$ cat config.mk
export PLATFORM = sky130hd
export DESIGN_NAME = pcd_diag_top
export DESIGN_NICKNAME = d
export VERILOG_FILES = /design/src/core/pcd_diag_top.v /design/src/core/pcd_len_lut.v /design/src/core/pcd_path_mux.v
export VERILOG_INCLUDE_DIRS = /design/src /design/src/core
export SDC_FILE = /design/constraint.sdc
export NUM_CORES = 1
export LEC_CHECK = 0
export BUFFER_PORTS_ARGS = -buffer_cell sky130_fd_sc_hd__clkbuf_2
export CELL_PAD_IN_SITES_DETAIL_PLACEMENT = 0
export CELL_PAD_IN_SITES_GLOBAL_PLACEMENT = 1
export CORE_ASPECT_RATIO = 1.75
export CORE_MARGIN = 2
export CORE_UTILIZATION = 30
export CTS_CLUSTER_DIAMETER = 40
export DETAILED_ROUTE_END_ITERATION = 8
export PLACE_DENSITY_LB_ADDON = 0.1
export SLEW_MARGIN = 0
export SYNTH_ARGS = -nofsm -noshare
export SYNTH_HDL_FRONTEND = slang
export SYNTH_HIERARCHICAL = 1
export SYNTH_SLANG_ARGS = --single-unit
$ cat constraint.sdc
create_clock -name mclk_i -period 3.8 [get_ports mclk_i]
set_clock_uncertainty 0.05 [all_clocks]
set_input_delay 0.38 -clock mclk_i [delete_from_list [all_inputs] [get_ports mclk_i]]
set_output_delay 0.38 -clock mclk_i [all_outputs]
set_load 0.03 [all_outputs]
$ cat src/core/pcd_map.vh
// constants for the cable diagnostic and loopback control block
// assumes inclusion by the core files of this block only
`ifndef PCD_MAP_VH
`define PCD_MAP_VH

// ****************************************************
// widths and timing
// ****************************************************
`define PCD_LEN_W        8
`define PCD_CODE_W       4
`define PCD_MET_W        7
`define PCD_CNT_W        16
`define PCD_LEN_ZERO     8'h00
`define PCD_LEN_MAX      8'hFF
`define PCD_CNT_ZERO     16'h0000
`define PCD_CNT_ONE      16'h0001
// echo watch window, in ns, and soft reset length, in ns
`define PCD_ECHO_NS      2560
`define PCD_SRST_NS      1000
`define PCD_CLK_NS       10
`define PCD_ECHO_CYC     (`PCD_ECHO_NS / `PCD_CLK_NS)
`define PCD_SRST_CYC     (`PCD_SRST_NS / `PCD_CLK_NS)

// ****************************************************
// matched length table, metres per code
// ****************************************************
`define PCD_M_C4         7'h06
`define PCD_M_C5         7'h11
`define PCD_M_C6         7'h1B
`define PCD_M_C7         7'h26
`define PCD_M_C8         7'h31
`define PCD_M_C9         7'h3B
`define PCD_M_C10        7'h46
`define PCD_M_C11        7'h51
`define PCD_M_C12        7'h5B
`define PCD_M_C13        7'h66
`define PCD_M_C14        7'h71
`define PCD_M_C15        7'h7B
`define PCD_M_ZERO       7'h00

`endif

$ cat src/core/pcd_diag_top.v
// cable diagnostic, loopback and fibre path control top
// assumes analog front end gives an echo strobe
// assumes tdr_enable_i held high for the whole test
// soft reset clears diagnostics, not the symbol path
// counters saturate, so a stuck front end cannot wrap
`timescale 1ns/100ps
`include "pcd_map.vh"
module pcd_diag_top #(
    parameter DW        = 5,
    parameter ECHO_CYC  = `PCD_ECHO_CYC,
    parameter SRST_CYC  = `PCD_SRST_CYC
) (
    // clock, reset and TDR request
    input  wire                   mclk_i,
    input  wire                   nrst_i,
    input  wire                   tdr_enable_i,
    input  wire                   crossover_state_select_i,
    input  wire                   auto_crossover_i,
    input  wire                   echo_seen_i,
    // link state and matched length code
    input  wire                   link_up_i,
    input  wire                   link_100_i,
    input  wire [`PCD_CODE_W-1:0] matched_length_code_i,
    // loopback, fibre and soft reset controls
    input  wire                   near_loop_enable_i,
    input  wire                   collision_test_enable_i,
    input  wire                   fibre_mode_i,
    input  wire                   fibre_los_mode_i,
    input  wire                   fibre_quality_i,
    input  wire                   copper_signal_i,
    input  wire                   phy_soft_reset_i,
    // symbol path from the coding sublayers and the line
    input  wire [DW-1:0]          tx_coded_i,
    input  wire [DW-1:0]          tx_scr_i,
    input  wire [DW-1:0]          line_rx_i,
    input  wire                   tx_en_i,
    input  wire                   line_col_i,
    // TDR pulse steering and results
    output reg                    pulse_tx_pair_o,
    output reg                    pulse_rx_pair_o,
    output reg                    link_drop_o,
    output reg  [`PCD_LEN_W-1:0]  tdr_channel_length_o,
    output reg                    tdr_done_o,
    output reg                    tdr_length_valid_o,
    // matched length, receive status and soft reset
    output reg  [`PCD_MET_W-1:0]  matched_length_metres_o,
    output reg                    matched_length_valid_o,
    output reg                    signal_status_o,
    output reg                    phy_soft_reset_o,
    output reg                    core_reset_o,
    // steered symbol path
    output wire [DW-1:0]          rx_sym_o,
    output wire [DW-1:0]          line_tx_o,
    output wire                   line_tx_power_o,
    output wire                   mlt3_enable_o,
    output wire                   col_o
);
    // ****************************************************
    // state encodings, one hot
    // ****************************************************
    // DONE keeps the result until the enable drops
    localparam [3:0] ST_IDLE  = 4'h1;
    localparam [3:0] ST_PULSE = 4'h2;
    localparam [3:0] ST_WAIT  = 4'h4;
    localparam [3:0] ST_DONE  = 4'h8;

    reg  [3:0]            state;
    reg  [3:0]            next_state;
    reg  [`PCD_CNT_W-1:0] echo_cnt;
    reg  [`PCD_CNT_W-1:0] srst_cnt;
    reg                   straight;
    reg                   diag_ok;
    wire [`PCD_MET_W-1:0] lut_metres;
    // sequencer events and status sources
    wire                  start_pulse;
    wire                  test_finish;
    wire                  link_ok;
    wire                  fibre_status;
    wire                  srst_start;
    wire                  srst_end;

    // saturating increment used by both counters
    function [`PCD_CNT_W-1:0] sat_inc;
        input [`PCD_CNT_W-1:0] v;
        begin
            if (&v)
                sat_inc = v;
            else
                sat_inc = v + `PCD_CNT_ONE;
        end
    endfunction

    // ****************************************************
    // TDR sequencer
    // ****************************************************
    // next state selection
    always @* begin
        next_state = state;
        case (state)
            ST_IDLE:
                if (tdr_enable_i && diag_ok)
                    next_state = ST_PULSE;
            ST_PULSE:
                next_state = ST_WAIT;
            ST_WAIT:
                if (!tdr_enable_i)
                    next_state = ST_IDLE;
                else if (echo_seen_i ||
                         echo_cnt >= ECHO_CYC[`PCD_CNT_W-1:0])
                    next_state = ST_DONE;
            ST_DONE:
                if (!tdr_enable_i)
                    next_state = ST_IDLE;
            default:
                next_state = ST_IDLE;
        endcase
    end

    // diagnostics allowed only on copper, fixed crossover
    always @* begin
        diag_ok  = ~fibre_mode_i & ~auto_crossover_i;
        // fixed crossover state names the pair under test
        straight = ~crossover_state_select_i;
    end

    // ****************************************************
    // sequencer events
    // ****************************************************
    // test start, and the edge that ends the wait for an echo
    assign start_pulse = (next_state == ST_PULSE);
    assign test_finish = (state == ST_WAIT) & (next_state == ST_DONE);

    // state register, cleared by either reset
    always @(posedge mclk_i) begin
        if (!nrst_i || core_reset_o) begin
            state <= ST_IDLE;
        end else begin
            state <= next_state;
        end
    end

    // echo interval counter, restarted by each pulse
    always @(posedge mclk_i) begin
        if (!nrst_i || core_reset_o) begin
            echo_cnt <= `PCD_CNT_ZERO;
        end else if (start_pulse) begin
            echo_cnt <= `PCD_CNT_ZERO;
        end else if (state == ST_WAIT) begin
            echo_cnt <= sat_inc(echo_cnt);
        end
    end

    // ****************************************************
    // pulse steering and link drop
    // ****************************************************
    // registered from next state, so they align with PULSE
    always @(posedge mclk_i) begin
        if (!nrst_i || core_reset_o) begin
            pulse_tx_pair_o <= 1'b0;
            pulse_rx_pair_o <= 1'b0;
            link_drop_o     <= 1'b0;
        end else begin
            // link held down from pulse to test end
            link_drop_o <= (next_state != ST_IDLE);
            // one cycle pulse on the chosen pair
            pulse_tx_pair_o <= start_pulse & straight;
            pulse_rx_pair_o <= start_pulse & ~straight;
        end
    end

    // ****************************************************
    // TDR results
    // ****************************************************
    // result capture; a new test clears the done and valid flags
    always @(posedge mclk_i) begin
        if (!nrst_i || core_reset_o) begin
            tdr_channel_length_o <= `PCD_LEN_ZERO;
            tdr_done_o           <= 1'b0;
            tdr_length_valid_o   <= 1'b0;
        end else begin
            if (start_pulse) begin
                tdr_done_o         <= 1'b0;
                tdr_length_valid_o <= 1'b0;
            end
            if (test_finish) begin
                tdr_done_o <= 1'b1;
                // no echo means a matched cable: result invalid
                tdr_length_valid_o <= echo_seen_i;
                // intervals beyond the field saturate it
                if (echo_cnt[`PCD_CNT_W-1:`PCD_LEN_W] != `PCD_LEN_ZERO)
                    tdr_channel_length_o <= `PCD_LEN_MAX;
                else
                    tdr_channel_length_o <=
                        echo_cnt[`PCD_LEN_W-1:0];
            end
            // fibre mode never leaves a result marked valid
            if (fibre_mode_i)
                tdr_length_valid_o <= 1'b0;
        end
    end

    // ****************************************************
    // matched cable length
    // ****************************************************
    pcd_len_lut u_lut (
        .code_i   (matched_length_code_i),
        .metres_o (lut_metres)
    );

    // a length estimate needs a 100M copper link
    assign link_ok = link_up_i & link_100_i & ~fibre_mode_i;

    // metres follow the code one cycle later
    always @(posedge mclk_i) begin
        if (!nrst_i || core_reset_o) begin
            matched_length_metres_o <= `PCD_M_ZERO;
        end else begin
            matched_length_metres_o <= lut_metres;
        end
    end

    // valid flag tracks the link one cycle later
    always @(posedge mclk_i) begin
        if (!nrst_i || core_reset_o) begin
            matched_length_valid_o <= 1'b0;
        end else begin
            matched_length_valid_o <= link_ok;
        end
    end

    // ****************************************************
    // receive signal status
    // ****************************************************
    // loss of signal is inverted, signal detect used as is
    assign fibre_status = fibre_los_mode_i ? ~fibre_quality_i
                                           : fibre_quality_i;

    // status register takes the fibre or copper source
    always @(posedge mclk_i) begin
        if (!nrst_i) begin
            signal_status_o <= 1'b0;
        end else if (fibre_mode_i) begin
            signal_status_o <= fibre_status;
        end else begin
            signal_status_o <= copper_signal_i;
        end
    end

    // ****************************************************
    // soft reset, self clearing
    // ****************************************************
    // a request is taken only while no soft reset runs
    assign srst_start = phy_soft_reset_i & ~phy_soft_reset_o;
    // the hold time ends on the last counted cycle
    assign srst_end   = phy_soft_reset_o &
                        (srst_cnt >= SRST_CYC[`PCD_CNT_W-1:0] - `PCD_CNT_ONE);

    // straps are not resampled; only block state is cleared
    always @(posedge mclk_i) begin
        if (!nrst_i) begin
            phy_soft_reset_o <= 1'b0;
            core_reset_o     <= 1'b0;
        end else if (srst_start) begin
            phy_soft_reset_o <= 1'b1;
            core_reset_o     <= 1'b1;
        end else if (srst_end) begin
            phy_soft_reset_o <= 1'b0;
            core_reset_o     <= 1'b0;
        end
    end

    // hold time counter runs only while the bit is set
    always @(posedge mclk_i) begin
        if (!nrst_i || srst_start) begin
            srst_cnt <= `PCD_CNT_ZERO;
        end else if (phy_soft_reset_o) begin
            srst_cnt <= sat_inc(srst_cnt);
        end
    end

    // ****************************************************
    // data path steering
    // ****************************************************
    // connector loopback is the normal path at either speed
    pcd_path_mux #(
        .DW (DW)
    ) u_path (
        .mclk_i                  (mclk_i),
        .nrst_i                  (nrst_i),
        .near_loop_enable_i      (near_loop_enable_i),
        .collision_test_enable_i (collision_test_enable_i),
        .fibre_mode_i            (fibre_mode_i),
        .tx_coded_i              (tx_coded_i),
        .tx_scr_i                (tx_scr_i),
        .line_rx_i               (line_rx_i),
        .tx_en_i                 (tx_en_i),
        .line_col_i              (line_col_i),
        .rx_sym_o                (rx_sym_o),
        .line_tx_o               (line_tx_o),
        .line_tx_power_o         (line_tx_power_o),
        .mlt3_enable_o           (mlt3_enable_o),
        .col_o                   (col_o)
    );
endmodule

$ cat src/core/pcd_len_lut.v
// matched cable length code to metres lookup
// assumes a registered code at its input
`timescale 1ns/100ps
`include "pcd_map.vh"
module pcd_len_lut (
    input  wire [`PCD_CODE_W-1:0] code_i,
    output reg  [`PCD_MET_W-1:0]  metres_o
);
    // codes 0 to 3 read as zero metres
    always @* begin
        case (code_i)
            4'h4:    metres_o = `PCD_M_C4;
            4'h5:    metres_o = `PCD_M_C5;
            4'h6:    metres_o = `PCD_M_C6;
            4'h7:    metres_o = `PCD_M_C7;
            4'h8:    metres_o = `PCD_M_C8;
            4'h9:    metres_o = `PCD_M_C9;
            4'hA:    metres_o = `PCD_M_C10;
            4'hB:    metres_o = `PCD_M_C11;
            4'hC:    metres_o = `PCD_M_C12;
            4'hD:    metres_o = `PCD_M_C13;
            4'hE:    metres_o = `PCD_M_C14;
            4'hF:    metres_o = `PCD_M_C15;
            default: metres_o = `PCD_M_ZERO;
        endcase
    end
endmodule

$ cat src/core/pcd_path_mux.v
// digital data path steering for loopback and fibre mode
// assumes symbols and controls synchronous to the core clock
`timescale 1ns/100ps
module pcd_path_mux #(
    parameter DW = 5
) (
    input  wire          mclk_i,
    input  wire          nrst_i,
    input  wire          near_loop_enable_i,
    input  wire          collision_test_enable_i,
    input  wire          fibre_mode_i,
    input  wire [DW-1:0] tx_coded_i,
    input  wire [DW-1:0] tx_scr_i,
    input  wire [DW-1:0] line_rx_i,
    input  wire          tx_en_i,
    input  wire          line_col_i,
    output reg  [DW-1:0] rx_sym_o,
    output reg  [DW-1:0] line_tx_o,
    output reg           line_tx_power_o,
    output reg           mlt3_enable_o,
    output reg           col_o
);
    // registered steering of transmit and receive symbols
    always @(posedge mclk_i) begin
        if (!nrst_i) begin
            rx_sym_o        <= {DW{1'b0}};
            line_tx_o       <= {DW{1'b0}};
            line_tx_power_o <= 1'b0;
            mlt3_enable_o   <= 1'b0;
            col_o           <= 1'b0;
        end else begin
            // loop taken after the full coded path
            rx_sym_o <= near_loop_enable_i ? tx_scr_i
                                           : line_rx_i;
            // fibre sends unscrambled symbols, no three level coder
            line_tx_o     <= fibre_mode_i ? tx_coded_i
                                          : tx_scr_i;
            mlt3_enable_o <= ~fibre_mode_i;
            // drivers stay off in loopback whatever tx_en says
            line_tx_power_o <= tx_en_i & ~near_loop_enable_i;
            // collision quiet in loopback unless collision test
            if (near_loop_enable_i)
                col_o <= collision_test_enable_i & tx_en_i;
            else
                col_o <= line_col_i;
        end
    end
endmodule
==> metrics, run 1 <==
Post-Syn Nets 440; top cells by area in the synthesized netlist dfxtp_1, a21oi_1, mux2i_1; vias per std cell about 5.2; CTS buffer count 9; Final GP Congestion 0.789; ys flop type dfxtp_1; Ant. Diodes 0; Die Wd around 85 um; VDD IR max about 0.24 mV; grt ovf 0; CP startpoint state[3]$_SDFF_PP0_; Crit path required time between 3000 and 4000 ps; HP Class in -> reg; FP Rows 52; Crit path arrival time 2540 ps; register area share after synthesis between 40% and 50%; die area roughly 12,000 um2; Synth Warn # 6; total power around 1.9 mW; core area ~11,000 um2; Synth top area share between 40% and 50%; Initial Utilization a little under a third; # DRC 0; nets slightly above 500; post-CTS setup buffers 0; post-route clock period utilization 62.0%; Hold Crit Start crossover_state_select_i; layout cell share with drive strength beyond 1 21.1%; H-Tree Depth 3; CTS Sinks a little over 70; clock root buffer clkbuf_16; worst setup path category reg -> reg; crit path max fanout 19; Synth Instances just under 400; PD cells roughly 440 nW/um2; leakage 1.61 nW; Slew @ Worst Pin between 1000 and 1500 ps; final setup violation count 0; via count around 3.1k; relative slew slack 28.8%; Clock transition at path regs about 60 ps; Post-Synthesis Cell Area 3470 um2; placed cells about 580; RSZ-0062 raised after global routing false; library cells used by synthesis 55; CP endpoint kind flop; largest net degree at the start of global routing 25; Clk Latency, worst-skew pair roughly 330 ps; Post-CTS Hold Fix Bufs 0; TritonCTS clock tree yes; Die Y between 100 and 150 um; Initial DRC Count 114; global-route wire length before repair 15.7 mm; fin cells 600; vias in the first global route around 3.1k; post-detailed-route count of antenna-violating nets 0; # IOs 73; number of synthesized flops with an enable pin 0; minimum clock period roughly 2400 ps; initial antenna violation count 0; fraction of registers with async set/reset 0%; max-cap viol count 0; largest area contributor in the netlist dfxtp_1; Worst setup SP type flop; Final Hold Viols 0; Final Slew Violations 0; Reg-to-Reg Start state[3]$_SDFF_PP0_; Pre-Repair DR Iteration Count 5; post-CTS sizing 0; Fmax achieved 425 MHz; final setup TNS 0 ps; post-synthesis sequential element count 72; Port Buffers between 70 and 80; dpl hpwl between 7 and 8 mm; Mean Syn Cell Area about 8.8 um2; drt wl/cell roughly 16 um; most frequent cells in the layout dfxtp_1, clkbuf_2, nor2_1; area grow syn2layout 21.3%; Total Routing Usage GR 16.0%; Clock Path Buffers 2; status complete, no violations; Routed WL 9.72 mm
## cell families (layout without fill, tap and decap cells)
group | Yosys count | count (layout) | synth area share [%]
AO/OA/AOI/OAI | 89 | 89 | 17.5
XOR/XNOR | 2 | 2 | 0.504
adder cells (fa/ha/maj) | 9 | 9 | 3.24
buffers and inverters | 35 | 105 | 5.29
flip-flops | 72 | 72 | 41.5
multiplexers | 14 | 14 | 4.03
AND/OR/NAND/NOR | 174 | 174 | 28.0
## report_power, final
group	switching [mW]	total, mW	internal [mW]
Combinational	0.101	0.153	0.0523
Sequential	0.00951	0.783	0.773
Clock	0.324	0.915	0.592
Total	0.434	1.85	1.42
## state kept, by name, indices dropped and copies added, names as in the netlist, 4 cells and up
register and flops:
echo_cnt 16, srst_cnt 16, tdr_channel_length_o 8, matched_length_metres_o 7, u_path/line_tx_o 5, u_path/rx_sym_o 5
state 4
## path summary, 6_finish.rpt
check	endpoint	slack, ps	cells past startpoint
max	tdr_channel_length_o[6]$_SDFFE_PP0P_	1440	4
max reg2reg	tdr_channel_length_o[6]$_SDFFE_PP0P_	1440	4
min	pulse_tx_pair_o$_SDFF_PP0_	210	2
min reg2reg	tdr_channel_length_o[4]$_SDFFE_PP0P_	460	2
## cells in the mapped netlist, drive strengths merged (7+ instances only)
master	number
a211oi	10
a21oi	31
and3	11
buf	11
clkbuf	9
dfxtp	72
ha	9
inv	15
mux2i	14
nand2	29
nand2b	7
nand3	12
nand4	9
nor2	34
nor2b	17
nor3	11
nor4	7
o21ai	13
o31ai	13
or4	15
## cell type report
class / count / area [um2]
inverters: 15 / 56.3
repair buffers: 74 / 375
well taps: 135 / 169
clock buffers: 11 / 243
fillers: 1190 / 7240
clock inverters: 5 / 80.1
multi-input cells: 288 / 1850
flip-flops and latches: 72 / 1440
## per-stage QoR
stage | utilization, % | hold WS, ps | cell area (um2) | setup WS [ps]
4_1_cts | 36.8 | 199 | 4210 | 1450
3_5_place_dp | 34.0 | 448 | 3890 | 1460
3_3_place_gp | 34.0 | 431 | 3890 | 1470
6_report | 36.8 | 206 | 4210 | 1440
5_1_grt | 36.8 | 206 | 4210 | 1240
2_1_floorplan | - | 407 | 3470 | 1560
## routing by layer
metal | part of all wire (%) | GRT usage (%) | up-vias
met5 | 0 | 0 | -
met1 | 37 | 15.8 | 1460
met4 | 1.5 | 5.71 | 0
li1 | - | - | 1579
met3 | 2.7 | 3.00 | 11
met2 | 59 | 31.8 | 49
## critical path, cell delays in order (launching register included)
cell and delay, ps:
dfxtp_1 380, or4b_1 700, a311oi_4 780, nor2_1 80
a211oi_1 260
Note: power is estimated with default switching activity, not from simulation.
==> run 2: changes to the inputs <==
--- a/config.mk
+++ b/config.mk
@@ -6,6 +6,7 @@
 export SDC_FILE = /design/constraint.sdc
 export NUM_CORES = 1
 export LEC_CHECK = 0
+export ABC_AREA = 1
 export BUFFER_PORTS_ARGS = -buffer_cell sky130_fd_sc_hd__clkbuf_2
 export CELL_PAD_IN_SITES_DETAIL_PLACEMENT = 0
 export CELL_PAD_IN_SITES_GLOBAL_PLACEMENT = 1
==> constraint.sdc (replaced) <==
create_clock -name mclk_i -period 2.1 [get_ports mclk_i]
set_clock_uncertainty 0.05 [all_clocks]
set_input_delay 0.21 -clock mclk_i [delete_from_list [all_inputs] [get_ports mclk_i]]
set_output_delay 0.21 -clock mclk_i [all_outputs]
set_load 0.03 [all_outputs]
==> run 2 against run 1 <==
Against the previous run: sequential power increased by 81%; utilization increased by 0.69 points; register-to-register slack got worse by 1100 ps; cell area increased by 11%; synthesized area increased by 9.4%; routed wire length increased by 8.5%; power increased by 76%; clock-buffer cell count decreased by 1; global-route usage increased by 0.094 points; synthesized cell count increased by 45%; critical endpoint is now srst_cnt[1]$_SDFFE_PP0P_; highest routed layer unchanged.
==> metrics, run 2 <==
status complete, no violations; final setup TNS 0 ps; core area between 10,000 and 15,000 um2; P_int around 2.4 mW; vias per std cell around 4.5; Final GP Congestion slightly above 0.8; Post-Synthesis Cell Area roughly 3800 um2; post-synthesis sequential element count a little over 70; VDD IR max ~0.35 mV; post-CTS sizing 0; Die Wd about 89 um; placed inst area ~4400 um2; initial antenna violation count 0; crit path max fanout 14; Initial Utilization ~30%; Synth Instances approximately 570; top cells by area in the synthesized netlist dfxtp_1, nand2_1, nor2_1; HP Class in -> reg; RSZ-0062 raised after global routing false; final setup violation count 0; # DRC 0; Slew @ Worst Pin 397 ps; flop2flop setup slack roughly 320 ps; area grow syn2layout 22.6%; Storage cell area ~1400 um2; Clock transition at path regs 60 ps; Crit path required time 2270 ps; H-Tree Depth 3; clock root buffer clkbuf_16; CTS buffer count 9; ys flop type dfxtp_1; # IOs 73; layout cell share with drive strength beyond 1 19.8%; Sw Pwr about 840 uW; sequential share of power between 40% and 50%; dpl hpwl 8.23 mm; Routed WL around 11 mm; TritonCTS clock tree yes; relative slew slack between 70% and 80%; Fmax achieved 563 MHz; Port Buffers around 70; post-CTS setup buffers 0; most frequent cells in the layout nand2_1, nor2_1, dfxtp_1, clkbuf_2, inv_1; most common cell after layout, fill and taps aside nand2_1; Die Y between 150 and 200 um; count leader, synth nand2_1; fillcell total roughly 1.4k; CTS Sinks 72; largest area contributor in the netlist dfxtp_1; Ant. Diodes 0; minimum clock period about 1800 ps; Synth top area share ~38%; vias in the first global route 3,529; FP Rows 54; CP endpoint kind flop; Initial DRC Count ~110; PD cells 698 nW/um2; worst setup path category reg -> reg; global-route wire length before repair 17.0 mm; Final Hold Viols 0; via count 3,713; library cells used by synthesis 31; biggest regs echo_cnt x16, srst_cnt x16, tdr_channel_length_o x8; leakage between 2 and 2.5 nW; register area share after synthesis a little under two fifths; largest net degree at the start of global routing 20; post-detailed-route count of antenna-violating nets 0; logic gate share of total power slightly below 10%; drt wl/cell ~13 um; Pre-Repair DR Iteration Count 4; most frequent cells after synthesis nand2_1, nor2_1, dfxtp_1; die area 13,600 um2; Synth Warn # 6; Crit path arrival time roughly 2000 ps; Post-Syn Nets just over 600; Final Slew Violations 0; Multi-input gate area ~2000 um2; Design Area, Final ~4700 um2; number of synthesized flops with an enable pin 0; max-cap viol count 0; Clk Latency, worst-skew pair roughly 330 ps; fraction of registers with async set/reset 0%; Mean Syn Cell Area 6.64 um2; Worst setup SP type flop; nets 701; grt ovf 0; Switching Fraction between 20% and 30%; Clk pwr share a little under half; Total Routing Usage GR ~16%; Clock Path Buffers 2; post-route clock period utilization a little over four fifths
run 2: cell count changes in the layout (fill, tap and decap cells not counted), moves of 10 or more:
cell / previous run / this run
nand3_1: 11 / 28
nor2_1: 33 / 102
and3_1: 11 / 1
or4_1: 15 / 0
mux2i_1: 14 / 0
nor2b_1: 17 / 0
xor2_1: 0 / 10
buf_4: 2 / 12
nand2_1: 29 / 172
inv_1: 15 / 63
o31ai_1: 13 / 0
run 2: critical path, cell delays in order (launching register included):
cell	delay (ps)
dfxtp_1	410
ha_1	310
nand2_2	120
nor2_4	120
nand2_2	90
nor2_4	130
nor2_4	50
buf_4	180
o21ai_0	170
nor2_1	50
run 2: cell families after synthesis:
group / share of synthesized area [%]
compound gates: 8.49
xor+xnor: 2.76
fa+ha+maj: 2.96
buf+inv: 9.74
flops: 37.9
simple gates: 38.1
run 2: what timing repair did:
action	4_1_cts	5_1_grt
hold buffers	1	0
hold endpoints to repair	1	0
setup endpoints to repair	0	0
run 2: routing by layer:
layer | global-route usage, % | vias up | routed length, um
li1 | - | 1957 | -
met2 | 30.5 | 48 | 6030
met1 | 16.4 | 1688 | 4010
met4 | 6.18 | 0 | 280
met3 | 3.29 | 20 | 210
met5 | 0 | - | 0
run 2: metrics by stage:
stage	setup slack [ps]	cells	hold WS (ps)	utilization (%)	power, mW
after floorplan	542	573	232	-	1.65
after global placement	375	812	338	35.1	1.77
after detailed placement	327	812	346	35.1	1.77
after CTS	311	828	33.1	37.5	3.31
after global routing	145	828	49.5	37.5	3.40
final	324	828	47.4	37.5	3.25
run 2: area by class of cell:
class | instances | share of cell area (%)
tap | 168 | 4.51
multi-input combinational | 419 | 42.7
clock inverter | 5 | 1.26
clock buffer | 10 | 4.91
timing repair buffer | 85 | 9.88
sequential | 72 | 30.9
inverter | 69 | 5.80
run 2: path summary, 6_finish.rpt:
check                                               from                    endpoint  depth (start not counted)
worst min register to register  srst_cnt[3]$_SDFFE_PP0P_    srst_cnt[3]$_SDFFE_PP0P_                          2
worst min-delay path                     copper_signal_i  signal_status_o$_SDFF_PN0_                          3
worst max-delay path            srst_cnt[0]$_SDFFE_PP0P_    srst_cnt[1]$_SDFFE_PP0P_                          9
worst max register to register  srst_cnt[0]$_SDFFE_PP0P_    srst_cnt[1]$_SDFFE_PP0P_                          9
run 2: power groups by stage:
stage,registers [mW],logic (mW),clock network [mW]
2_1_floorplan,1.51,0.146,0
3_3_place_gp,1.45,0.321,0
3_5_place_dp,1.45,0.322,0
4_1_cts,1.42,0.324,1.57
5_1_grt,1.42,0.354,1.62
6_report,1.42,0.317,1.52
